==> config.mk <==
export PLATFORM = sky130hd
export DESIGN_NAME = gpio_ports
export DESIGN_NICKNAME = d
export VERILOG_FILES = /design/src/shared/gpio_pkg.sv /design/src/rtl/gpio_ports.sv
export SDC_FILE = /design/constraint.sdc
export NUM_CORES = 1
export LEC_CHECK = 0
export BUFFER_PORTS_ARGS = -buffer_cell sky130_fd_sc_hd__buf_4
export CAP_MARGIN = 10
export CORE_MARGIN = 10
export CORE_UTILIZATION = 50
export DETAILED_ROUTE_END_ITERATION = 10
export PLACE_DENSITY = 0.81
export RECOVER_POWER = 50
export SYNTH_ARGS = -nofsm -noshare
export SYNTH_HDL_FRONTEND = slang
export SYNTH_SLANG_ARGS = --single-unit
export TNS_END_PERCENT = 30
==> constraint.sdc <==
create_clock -name pclk -period 2.75 [get_ports pclk]
set_input_delay 0.275 -clock pclk [delete_from_list [all_inputs] [get_ports pclk]]
set_output_delay 0.275 -clock pclk [all_outputs]
set_load 0.005 [all_outputs]
==> src/shared/gpio_pkg.sv <==
package gpio_pkg;

  // Register word indices on the APB (printed offsets, byte address is four times the index).
  localparam logic [7:0] GPIO_ADDR_PORT0_DATA = 8'hD0;
  localparam logic [7:0] GPIO_ADDR_PORT1_DATA = 8'hD1;
  localparam logic [7:0] GPIO_ADDR_PORT2_DATA = 8'hD2;
  localparam logic [7:0] GPIO_ADDR_PORT5_DATA = 8'hD5;
  localparam logic [7:0] GPIO_ADDR_PULLUP_P0  = 8'hE0;
  localparam logic [7:0] GPIO_ADDR_PULLUP_P1  = 8'hE1;
  localparam logic [7:0] GPIO_ADDR_PULLUP_P2  = 8'hE2;
  localparam logic [7:0] GPIO_ADDR_PULLUP_P5  = 8'hE5;
  localparam logic [7:0] GPIO_ADDR_OD_CTRL    = 8'hE9;
  localparam logic [7:0] GPIO_ADDR_DIR_P0     = 8'hB8;
  localparam logic [7:0] GPIO_ADDR_DIR_P1     = 8'hC1;
  localparam logic [7:0] GPIO_ADDR_DIR_P2     = 8'hC2;
  localparam logic [7:0] GPIO_ADDR_DIR_P5     = 8'hC5;
  localparam logic [7:0] GPIO_ADDR_BIT_OP     = 8'hF0;

  // Implemented pin masks per port.
  localparam logic [7:0] GPIO_MASK_P0 = 8'h1F;
  localparam logic [7:0] GPIO_MASK_P1 = 8'hFF;
  localparam logic [7:0] GPIO_MASK_P2 = 8'hFF;
  localparam logic [7:0] GPIO_MASK_P5 = 8'h1F;
  localparam logic [7:0] GPIO_MASK_OD = 8'h03;

  // Input-only pin of port 0 and its fixed control bits.
  localparam int unsigned GPIO_INPUT_ONLY_BIT = 2;
  localparam logic [7:0]  GPIO_P0_FIXED_ONE   = 8'h04;

  // Open-drain bit positions.
  localparam int unsigned GPIO_OD_PIN_A_BIT = 0;
  localparam int unsigned GPIO_OD_PIN_B_BIT = 1;

  // Reset value of every control register; port 0 pull-up and direction add the fixed bit.
  localparam logic [7:0] GPIO_RESET_VAL = 8'h00;

  // Bit operation word fields: [1:0] port select, [4:2] bit, [8] value.
  localparam int unsigned GPIO_BOP_BIT_LSB = 2;
  localparam int unsigned GPIO_BOP_VAL_BIT = 8;

endpackage

==> src/rtl/gpio_ports.sv <==
// How it works
// - Each port has a write-only pull-up register, one bit per pin, set to enable and reset to 0 except port 0 pin 2.
// - Port 0 pin 2 is input-only without pull-up and its pull-up bit stays at one.
// - The open-drain register holds port 1 pin 0 at bit 0 and pin 1 at bit 1, reset to 0.
// - In open-drain mode a pin with its direction bit at one only sinks for a low and releases the line for a high; with it at zero the pin stays released.
// - Clearing open-drain returns the pin to its previous direction with no restore step.
// - Reading a port data register returns the current pin levels of that port.
// - Writing a port data register loads the output latches, which reset to zero.
// - A single-bit set or clear changes only the addressed latch bit.
// - Port 0 pin 2 data is read-only and reads one when external reset is selected.
// - Each pin has a direction bit, reset 0 except port 0 pin 2 which stays one, where 0 is input and 1 is output.
`timescale 1ns/10ps
`default_nettype none
module gpio_ports
  import gpio_pkg::*;
(
  // APB slave.
  input  wire logic        pclk,
  input  wire logic        presetn,
  input  wire logic        psel,
  input  wire logic        penable,
  input  wire logic        pwrite,
  input  wire logic [11:0] paddr,
  input  wire logic [31:0] pwdata,
  input  wire logic [3:0]  pstrb,
  output logic             pready,
  output logic             pslverr,
  output logic [31:0]      prdata,
  // Configuration option.
  input  wire logic        ext_reset_sel,
  // Port pins, split into input, output and output enable.
  input  wire logic [7:0]  port0_in,
  input  wire logic [7:0]  port1_in,
  input  wire logic [7:0]  port2_in,
  input  wire logic [7:0]  port5_in,
  output logic [7:0]       port0_out,
  output logic [7:0]       port1_out,
  output logic [7:0]       port2_out,
  output logic [7:0]       port5_out,
  output logic [7:0]       port0_oe,
  output logic [7:0]       port1_oe,
  output logic [7:0]       port2_oe,
  output logic [7:0]       port5_oe,
  // Pull-up enables towards the pad cells.
  output logic [7:0]       port0_pullup,
  output logic [7:0]       port1_pullup,
  output logic [7:0]       port2_pullup,
  output logic [7:0]       port5_pullup
);

  ////////////////////////////////////////////////////////////////////////////

  function automatic logic [1:0] port_index(input logic [7:0] addr);
    port_index = (addr[2:0] == 3'h5) ? 2'd3 : addr[1:0];
  endfunction

  function automatic logic [7:0] port_mask(input logic [1:0] idx);
    case (idx)
      2'd0:    port_mask = GPIO_MASK_P0;
      2'd1:    port_mask = GPIO_MASK_P1;
      2'd2:    port_mask = GPIO_MASK_P2;
      default: port_mask = GPIO_MASK_P5;
    endcase
  endfunction

  // Register classes, decoded from the word index of the access.
  function automatic logic is_data_addr(input logic [7:0] addr);
    case (addr)
      GPIO_ADDR_PORT0_DATA, GPIO_ADDR_PORT1_DATA, GPIO_ADDR_PORT2_DATA,
      GPIO_ADDR_PORT5_DATA:
        is_data_addr = 1'b1;
      default:
        is_data_addr = 1'b0;
    endcase
  endfunction

  function automatic logic is_pullup_addr(input logic [7:0] addr);
    case (addr)
      GPIO_ADDR_PULLUP_P0, GPIO_ADDR_PULLUP_P1, GPIO_ADDR_PULLUP_P2,
      GPIO_ADDR_PULLUP_P5:
        is_pullup_addr = 1'b1;
      default:
        is_pullup_addr = 1'b0;
    endcase
  endfunction

  function automatic logic is_dir_addr(input logic [7:0] addr);
    case (addr)
      GPIO_ADDR_DIR_P0, GPIO_ADDR_DIR_P1, GPIO_ADDR_DIR_P2,
      GPIO_ADDR_DIR_P5:
        is_dir_addr = 1'b1;
      default:
        is_dir_addr = 1'b0;
    endcase
  endfunction

  function automatic logic is_mapped_addr(input logic [7:0] addr);
    is_mapped_addr = is_data_addr(addr) || is_pullup_addr(addr) || is_dir_addr(addr) ||
                     (addr == GPIO_ADDR_OD_CTRL) || (addr == GPIO_ADDR_BIT_OP);
  endfunction

  // A single-bit operation on a pin that the port lacks is dropped.
  function automatic logic bit_implemented(input logic [1:0] idx, input logic [2:0] pos);
    logic [7:0] mask;
    mask            = port_mask(idx);
    bit_implemented = mask[pos];
  endfunction

  ////////////////////////////////////////////////////////////////////////////

  logic [7:0] data_q   [4];
  logic [7:0] data_d   [4];
  logic [7:0] pullup_q [4];
  logic [7:0] pullup_d [4];
  logic [7:0] dir_q    [4];
  logic [7:0] dir_d    [4];
  logic [7:0] od_q;
  logic [7:0] od_d;
  logic [7:0] pin_in   [4];
  logic [7:0] wbyte;
  logic [7:0] word_addr;
  logic       wr_en;
  logic       addr_ok;
  logic [1:0] sel_port;
  logic [7:0] sel_mask;

  assign pin_in[0] = port0_in;
  assign pin_in[1] = port1_in;
  assign pin_in[2] = port2_in;
  assign pin_in[3] = port5_in;

  // Single-cycle access phase: pready is always high.
  assign pready    = 1'b1;
  assign word_addr = paddr[9:2];
  assign wbyte     = pstrb[0] ? pwdata[7:0] : 8'h00;
  assign sel_port  = port_index(word_addr);
  assign sel_mask  = port_mask(sel_port);

  // Misaligned or out-of-window addresses get an error response and no effect.
  assign addr_ok = is_mapped_addr(word_addr) && (paddr[1:0] == 2'b00) &&
                   (paddr[11:10] == 2'b00);

  assign wr_en   = psel && penable && pwrite && addr_ok && pstrb[0];
  assign pslverr = psel && penable && !addr_ok;

  ////////////////////////////////////////////////////////////////////////////

  always_comb
  begin
    logic [1:0] bport;
    logic [2:0] bbit;
    bport = pwdata[1:0];
    bbit  = pwdata[GPIO_BOP_BIT_LSB +: 3];
    for (int i = 0; i < 4; i++)
    begin
      data_d[i] = data_q[i];
    end
    if (wr_en && is_data_addr(word_addr))
    begin
      data_d[sel_port] = wbyte & sel_mask;
    end
    else if (wr_en && (word_addr == GPIO_ADDR_BIT_OP) && bit_implemented(bport, bbit))
    begin
      // Only the addressed bit moves, so no read-back of the port is needed.
      data_d[bport][bbit] = pwdata[GPIO_BOP_VAL_BIT];
    end
    // The input-only pin has no output driver, so its latch bit stays clear.
    data_d[0][GPIO_INPUT_ONLY_BIT] = 1'b0;
  end

  always_ff @(posedge pclk or negedge presetn)
  begin
    if (!presetn)
    begin
      for (int i = 0; i < 4; i++)
      begin
        data_q[i] <= GPIO_RESET_VAL;
      end
    end
    else
    begin
      for (int i = 0; i < 4; i++)
      begin
        data_q[i] <= data_d[i];
      end
    end
  end

  ////////////////////////////////////////////////////////////////////////////
  // Pull-up enables; the input-only pin has none, yet its bit stays set inside.

  always_comb
  begin
    for (int i = 0; i < 4; i++)
    begin
      pullup_d[i] = pullup_q[i];
    end
    if (wr_en && is_pullup_addr(word_addr))
    begin
      pullup_d[sel_port] = wbyte & sel_mask;
    end
    pullup_d[0][GPIO_INPUT_ONLY_BIT] = 1'b1;
  end

  always_ff @(posedge pclk or negedge presetn)
  begin
    if (!presetn)
    begin
      pullup_q[0] <= GPIO_RESET_VAL | GPIO_P0_FIXED_ONE;
      for (int i = 1; i < 4; i++)
      begin
        pullup_q[i] <= GPIO_RESET_VAL;
      end
    end
    else
    begin
      for (int i = 0; i < 4; i++)
      begin
        pullup_q[i] <= pullup_d[i];
      end
    end
  end

  ////////////////////////////////////////////////////////////////////////////
  // Direction bits; zero is input and one is output.

  always_comb
  begin
    for (int i = 0; i < 4; i++)
    begin
      dir_d[i] = dir_q[i];
    end
    if (wr_en && is_dir_addr(word_addr))
    begin
      dir_d[sel_port] = wbyte & sel_mask;
    end
    dir_d[0][GPIO_INPUT_ONLY_BIT] = 1'b1;
  end

  always_ff @(posedge pclk or negedge presetn)
  begin
    if (!presetn)
    begin
      dir_q[0] <= GPIO_RESET_VAL | GPIO_P0_FIXED_ONE;
      for (int i = 1; i < 4; i++)
      begin
        dir_q[i] <= GPIO_RESET_VAL;
      end
    end
    else
    begin
      for (int i = 0; i < 4; i++)
      begin
        dir_q[i] <= dir_d[i];
      end
    end
  end

  ////////////////////////////////////////////////////////////////////////////
  // Open-drain enables; only the first two pins of port 1 have one.

  always_comb
  begin
    od_d = od_q;
    if (wr_en && (word_addr == GPIO_ADDR_OD_CTRL))
    begin
      od_d = wbyte & GPIO_MASK_OD;
    end
  end

  always_ff @(posedge pclk or negedge presetn)
  begin
    if (!presetn)
    begin
      od_q <= GPIO_RESET_VAL;
    end
    else
    begin
      od_q <= od_d;
    end
  end

  ////////////////////////////////////////////////////////////////////////////

  // Read data: pin levels for data registers, direction readable too.
  // Pull-up and open-drain registers are write-only and read as zero.
  always_comb
  begin
    logic [7:0] rd;
    rd = 8'h00;
    case (word_addr)
      GPIO_ADDR_PORT0_DATA, GPIO_ADDR_PORT1_DATA, GPIO_ADDR_PORT2_DATA,
      GPIO_ADDR_PORT5_DATA:
      begin
        rd = pin_in[sel_port] & sel_mask;
        if (sel_port == 2'd0 && ext_reset_sel)
        begin
          rd[GPIO_INPUT_ONLY_BIT] = 1'b1;
        end
      end
      GPIO_ADDR_DIR_P0, GPIO_ADDR_DIR_P1, GPIO_ADDR_DIR_P2,
      GPIO_ADDR_DIR_P5:
        rd = dir_q[sel_port];
      default:
        rd = 8'h00;
    endcase
    prdata = (psel && !pwrite && addr_ok) ? {24'h000000, rd} : 32'h00000000;
  end

  ////////////////////////////////////////////////////////////////////////////

  // Open-drain overrides drive only; the direction bit is never touched,
  // so clearing the enable restores the earlier mode by itself.
  always_comb
  begin
    logic [7:0] oe1;
    logic [7:0] out1;
    oe1  = dir_q[1];
    out1 = data_q[1];
    for (int b = GPIO_OD_PIN_A_BIT; b <= GPIO_OD_PIN_B_BIT; b++)
    begin
      if (od_q[b])
      begin
        oe1[b]  = dir_q[1][b] & ~data_q[1][b];
        out1[b] = 1'b0;
      end
    end
    port1_oe  = oe1;
    port1_out = out1;
  end

  assign port0_out = data_q[0];
  assign port2_out = data_q[2];
  assign port5_out = data_q[3];
  // Pin 2 of port 0 never drives even though its direction bit reads one.
  assign port0_oe  = dir_q[0] & ~GPIO_P0_FIXED_ONE;
  assign port2_oe  = dir_q[2];
  assign port5_oe  = dir_q[3];
  assign port0_pullup = pullup_q[0] & ~GPIO_P0_FIXED_ONE;
  assign port1_pullup = pullup_q[1];
  assign port2_pullup = pullup_q[2];
  assign port5_pullup = pullup_q[3];

endmodule // gpio_ports
`default_nettype wire

[Word level (Yosys, flattened, before mapping)]
Cells that the tools add are included.
Operators by class
  reduce and logical (&&, ||, !) cells: 34
  bitwise logic cells: 8
  eq/ne operators: 19
  magnitude comparators: 6
  shift operators: 0
  $mul: 0
  multiplexer cells: 35
  divide/modulo/power cells: 0
  add/sub/neg operators: 0
Operator list (count)
  32-bit bitwise mux: 4
  8-bit equality test (second input constant): 14
  8-bit two-way mux: 11
  32-bit two-way mux: 2
  8-bit binary-select mux with 2-bit select: 2
  8-bit demux with 2-bit select: 2
  1-bit logical AND: 19
  8-bit AND: 2
  8-bit case mux with 2 select lines: 1
  4-bit OR reduction: 3
  1-bit two-way mux: 10
  3-bit >= comparator (second input constant): 2
  2-bit logical NOT: 3
  3-bit by 1-bit less-than comparator with 1-bit output (second input constant): 2
  2-bit NOT with 3-bit output: 2
  2-bit by 1-bit equality test with 1-bit output (second input constant): 2
  2-bit equality test (second input constant): 2
  1-bit logical OR: 4
  3-bit by 4-bit less-than comparator with 1-bit output (second input constant): 1
  2-bit OR reduction: 2
  1-bit binary-select mux with 3-bit select: 1
  1-bit demux with 3-bit select: 1
  3-bit equality test (second input constant): 1
  3-bit by 1-bit >= comparator with 1-bit output (second input constant): 1
  5 further kinds: 8
Storage, ports and cells
  bits in latches: 0
  logic and storage cells: 115
  RAM bits: 0
  output and inout bits: 130
  memories: 0
  ROM bits: 0
  bits in registers: 95

[Depth between registers and ports, before layout]
  depth in word-level cells: 18
  depth in mapped cells: 11
  gate-level depth less buffers: 7

[Least setup slack after synthesis]
Ideal clock, no wire load.
  kind: input-to-reg
  start point: input paddr[2]
  end point: register data_q (netlist bit port0_out[5])
  buffers on the path: 2
  stages on the path: 9
  data required time: 2.671 ns
  path slack: 0.415 ns
  data arrival time: 2.255 ns
  path through: buf_1 > buf_1 > nand2_1 > nand2_1 > ha_1 > nand3_1 > and3_1 > a211oi_1 > a2bb2oi_1
On the way
  cells in the longest elaborated chain, start to end: 14
  elaborated cells on any way between the ends: 47
  those cells by class: order compare: 2; eq/ne: 17; mux: 9; bitwise: 2; reduce/logical: 17
Ends and longest elaborated chain
  start, declared: RTL line gpio_ports.sv:23  | input wire logic [11:0] paddr,
  8-bit equality test (on tied branches): RTL line gpio_ports.sv:68, gpio_ports.sv:78
  4-bit OR reduction (on tied branches): RTL line gpio_ports.sv:68, gpio_ports.sv:78
  1-bit two-way mux (on tied branches): RTL line gpio_ports.sv:68, gpio_ports.sv:78
  1-bit logical OR (3 in a row): RTL line gpio_ports.sv:98  | is_mapped_addr = is_data_addr(addr) || is_pullup_addr(addr) || is_dir_addr(addr) ||
  1-bit logical OR: RTL line gpio_ports.sv:99  | (addr == GPIO_ADDR_OD_CTRL) || (addr == GPIO_ADDR_BIT_OP);
  1-bit logical AND (2 in a row): RTL line gpio_ports.sv:140  | assign addr_ok = is_mapped_addr(word_addr) && (paddr[1:0] == 2'b00) &&
  1-bit logical AND (2 in a row): RTL line gpio_ports.sv:143  | assign wr_en = psel && penable && pwrite && addr_ok && pstrb[0];
  1-bit logical AND (2 in a row): RTL line gpio_ports.sv:162  | else if (wr_en && (word_addr == GPIO_ADDR_BIT_OP) && bit_implemented(bport, bbit))
  2-bit nonzero test (no source line)
  end signal, assigned by index: RTL line gpio_ports.sv:184  | data_q[i] <= data_d[i];
  end, declared: RTL line gpio_ports.sv:111  | logic [7:0] data_q [4];
Parallel ways exist; a longest one is shown, timed or not.
A chain may end at the register's enable or synchronous reset.

[Worst setup path after layout]
  start point: input paddr[3]
  end point: output prdata[5]
On the way
  cells in the longest elaborated chain, start to end: 11
  elaborated cells on any way between the ends: 43
  those cells by class: eq/ne: 17; mux: 13; bitwise: 2; reduce/logical: 11
Ends and longest elaborated chain
  branches (longest 10 deep; another with 8-bit binary-select mux with 2-bit select)
  8-bit two-way mux (*): RTL line gpio_ports.sv:307  | prdata = (psel && !pwrite && addr_ok) ? {24'h000000, rd} : 32'h00000000;
  end, declared: RTL line gpio_ports.sv:28  | output logic [31:0] prdata,
Every way passes the cells marked *. The select of a mux whose other input is x is not followed.

==> summary.md <==
| Metric | Value |
|---|---|
| Relative slew slack | -21.4% |
| Number of cells on the worst reg-to-reg path | 3 |
| Kind of critical path | input pin to output pin |
| RePlAce Congestion | 0.964 |
| PwrDens | 420 nW/um^2 |
| CTS tree | built |
| Post-Synthesis Cells | 679 |
| Tcrit/Tclk final | 92.7% |
| Initial core utilization | 51.2% |
| First-pass GRT wire length | 29.3 mm |
| Status | finished with violations |
| # clock sinks | 95 |
| Clk buf depth | 2 |
| Post-synth cell types | 56 |
| Post-CTS Setup Inserts | 0 |
| Row count | 39 |
| Least-Margin Pin Slew | 1.82 ns |
| Top_reg_cell synth | dfrtp_1 |
| Failing checks | capacitance limit, slew limit |
| Tot GR Track Use | 22.2% |
| Vias in the first global route | 5283 |
| Core area | 11400 sq um |
| Fmax | 392 MHz |
| Synth area leader | dfrtp_1 |
| Register-to-register setup slack | 1.66 ns |
| Post-synthesis register bit count | 95 |
| I/O pins | 216 |
| Largest net degree at the start of global routing | 77 |
| CP Launch Type | input pin |
| Pint | 0.00215 W |
| Max_cap viols | 1 |
| Sequential fraction of the synthesis area | 40.7% |
| Total CTS buffers | 9 |
| Hold Path Cell Cnt | 3 |
| WL/cell | 20.6 microns |
| Hold_sp | pwdata[8] |
| Yosys warns | 0 |
| Share of layout cells above drive strength 1 | 25.5% |
| Pins Over Slew Limit | 77 |
| Flop pwr share | 48.4% |
| H-tree depth | 3 |
| Clock Power Share | 40.6% |
| Register area | 2380 sq um |
| Fraction of registers with async set/reset | 100% |
| Setup crit start | paddr[3] |
| DRC errors left | 0 |
| Reg-to-reg startpoint | port2_out[6] |
| RR Endpoint | port2_out[6] |
| Vias per Instance | 6.00 |
| Worst-path maximum fanout | 17 |
| Sw frac | 25.5% |
| Number of synthesized flops with an enable pin | 0 |
| Fin nets | 862 |
| Final-layout fill cell count | 1000 |
| Element type at the critical path end | output pin |
| Pleak | 3.24 nW |
| Setup TNS | 0 ns |
| Overflow left after global routing | 0 |
| WL final | 18.9 mm |
| Logic gate share of total power | 11.0% |
| Clock slew at reported path FFs | 0.07 ns |
| Final setup viols | 0 |
| DP Wirelength | 14.1 mm |
| Post-CTS Resized | 0 |
| Min-Delay Path Class | input pin to flip-flop |
| Post-route ant nets | 0 |
| CP required | 2.48 ns |
| Clock Tree Root | clkbuf_16 |
| Die area | 16400 sq um |
| Worst EP arrival | 2.28 ns |
| Vias | 5497 |
| VDD IR max | 0.000260 V |
| Post-synthesis cell area | 5850 sq um |
| RSZ-0062 raised after global routing | false |
| Clock Skews | 0 ns |
| Number of antenna violations at the first check in global routing | 0 |
| Hold buffers post-CTS | 0 |
| Hold Fails Final Rpt | 0 |
| DR iter-0 viols | 593 |
| Pre-Repair DR Iteration Count | 5 |
| P&R area growth vs syn | 17.7% |
| Net switching power | 0.000736 W |
| Largest cells by area after synthesis | dfrtp_1, buf_4, nand2_1 |
| Die width | 128 microns |
| ANT cells | 0 |
| Worst hold endpoint | data_q[17] |
| Area of the multi-input gates | 2700 sq um |
| Synth top area share | 40.7% |
| Port Buffers | 161 |
| Total power | 0.00289 W |
| Mean Syn Cell Area | 8.61 sq um |
| Die Y | 128 microns |
| Minimum clock period | 2.55 ns |
| Worst-skew pair later-pin latency | 0.34 ns |
==> worst max path at each step <==
stage / to / cells past startpoint
final: prdata[5] / 7
after global routing: prdata[5] / 7
after CTS: prdata[5] / 7
after global placement: prdata[7] / 7
after floorplan: port0_out[5] / 9
after detailed placement: prdata[5] / 7
==> power groups by stage <==
stage	sequential (W)	combinational [W]	clock [W]
after floorplan	0.00142	0.000173	0
after global placement	0.00142	0.000304	0
after detailed placement	0.00142	0.000313	0
after CTS	0.00140	0.000314	0.00118
after global routing	0.00140	0.000346	0.00125
final	0.00140	0.000318	0.00117
==> Yosys cell counts (15+ instances only) <==
library cell    n
a211oi_1       28
a21oi_1        22
a221oi_1       19
a31oi_1        18
buf_4          86
clkbuf_1       33
dfrtp_1        95
nand2_1       116
nor2_1         23
nor2b_1        15
o21ai_0        65
==> critical path: stages <==
cell and delay (ns):
buf_4 0.21, or3b_1 0.41, a2111oi_4 0.55, or2_2 0.32, nand3_1 0.16, a21oi_1 0.19, buf_4 0.14
==> sequential cells by signal (all words and copies together) (netlist names) <==
signal and count:
port5_oe 8, port1_oe 6, od_q 2, data_q 2, port1_pullup 8, port2_out 8, port0_oe 7, port1_out 6
port0_out 7, dir_q 2, port5_pullup 8, port2_oe 8, port2_pullup 8, port0_pullup 7, port5_out 8
==> layout make-up <==
cell class | instances | area share [%]
Clock inverter | 4 | 0.436
Multi-Input combinational cell | 469 | 39.3
Inverter | 9 | 0.491
Sequential cell | 95 | 34.5
Tap cell | 143 | 2.60
Timing Repair Buffer | 184 | 19.1
Clock buffer | 12 | 3.58
==> metal layers <==
| metal | GRT usage [%] | routed length, microns | share of wire, % | vias up |
|---|---|---|---|---|
| met5 | 0 | 0 | 0 | - |
| met4 | 9.21 | 477 | 2.5 | 0 |
| met3 | 6.20 | 1970 | 10 | 40 |
| met2 | 35.1 | 9060 | 48 | 301 |
| met1 | 27.9 | 7390 | 39 | 2660 |
| li1 | - | - | - | 2496 |
==> cells in the final DEF (no fill, tap or decap), types with 3 or more instances in the layout <==
| cell type | n |
|---|---|
| and3_1 | 14 |
| o21ai_0 | 65 |
| a2bb2oi_1 | 7 |
| a211oi_1 | 28 |
| dfrtp_1 | 95 |
| a221oi_1 | 19 |
| nor2b_1 | 15 |
| a22oi_1 | 8 |
| a31o_2 | 6 |
| clkbuf_16 | 9 |
| and3b_1 | 3 |
| a21oi_1 | 22 |
| o211ai_1 | 4 |
| nor3b_1 | 3 |
| nand3_1 | 14 |
| conb_1 | 28 |
| o2111ai_1 | 3 |
| inv_1 | 8 |
| buf_4 | 130 |
| nor3_1 | 14 |
| mux2i_1 | 8 |
| nand2_1 | 116 |
| clkbuf_1 | 19 |
| o22a_1 | 3 |
| ha_1 | 8 |
| nor4_1 | 3 |
| nand4_1 | 4 |
| nor2_1 | 23 |
| a31oi_1 | 18 |
| clkbuf_4 | 36 |
==> metrics by stage <==
stage	hold slack [ns]	util [%]	worst slack, ns	instances	area (sq um)
6_report	0.311	60.3	0.199	916	6880
5_1_grt	0.335	60.3	0.0393	916	6880
4_1_cts	0.116	60.9	0.229	916	6950
3_5_place_dp	0.474	58.4	0.233	900	6670
3_3_place_gp	0.453	58.4	0.286	900	6670
2_1_floorplan	-0.0206	-	0.415	705	5940
==> cell families (layout without fill, tap and decap cells) <==
| group | count (synthesis) | after routing | synth area share, % |
|---|---|---|---|
| buffers and inverters | 141 | 209 | 14.8 |
| AND/OR/NAND/NOR | 227 | 227 | 18.6 |
| other | 2 | 28 | 0.128 |
| flip-flops | 95 | 95 | 40.7 |
| multiplexers | 10 | 10 | 1.75 |
| XOR/XNOR | 1 | 1 | 0.150 |
| AO/OA/AOI/OAI | 195 | 195 | 22.2 |
| adder cells (fa/ha/maj) | 8 | 8 | 1.71 |
No activity file was read; power rests on OpenSTA's default activity.
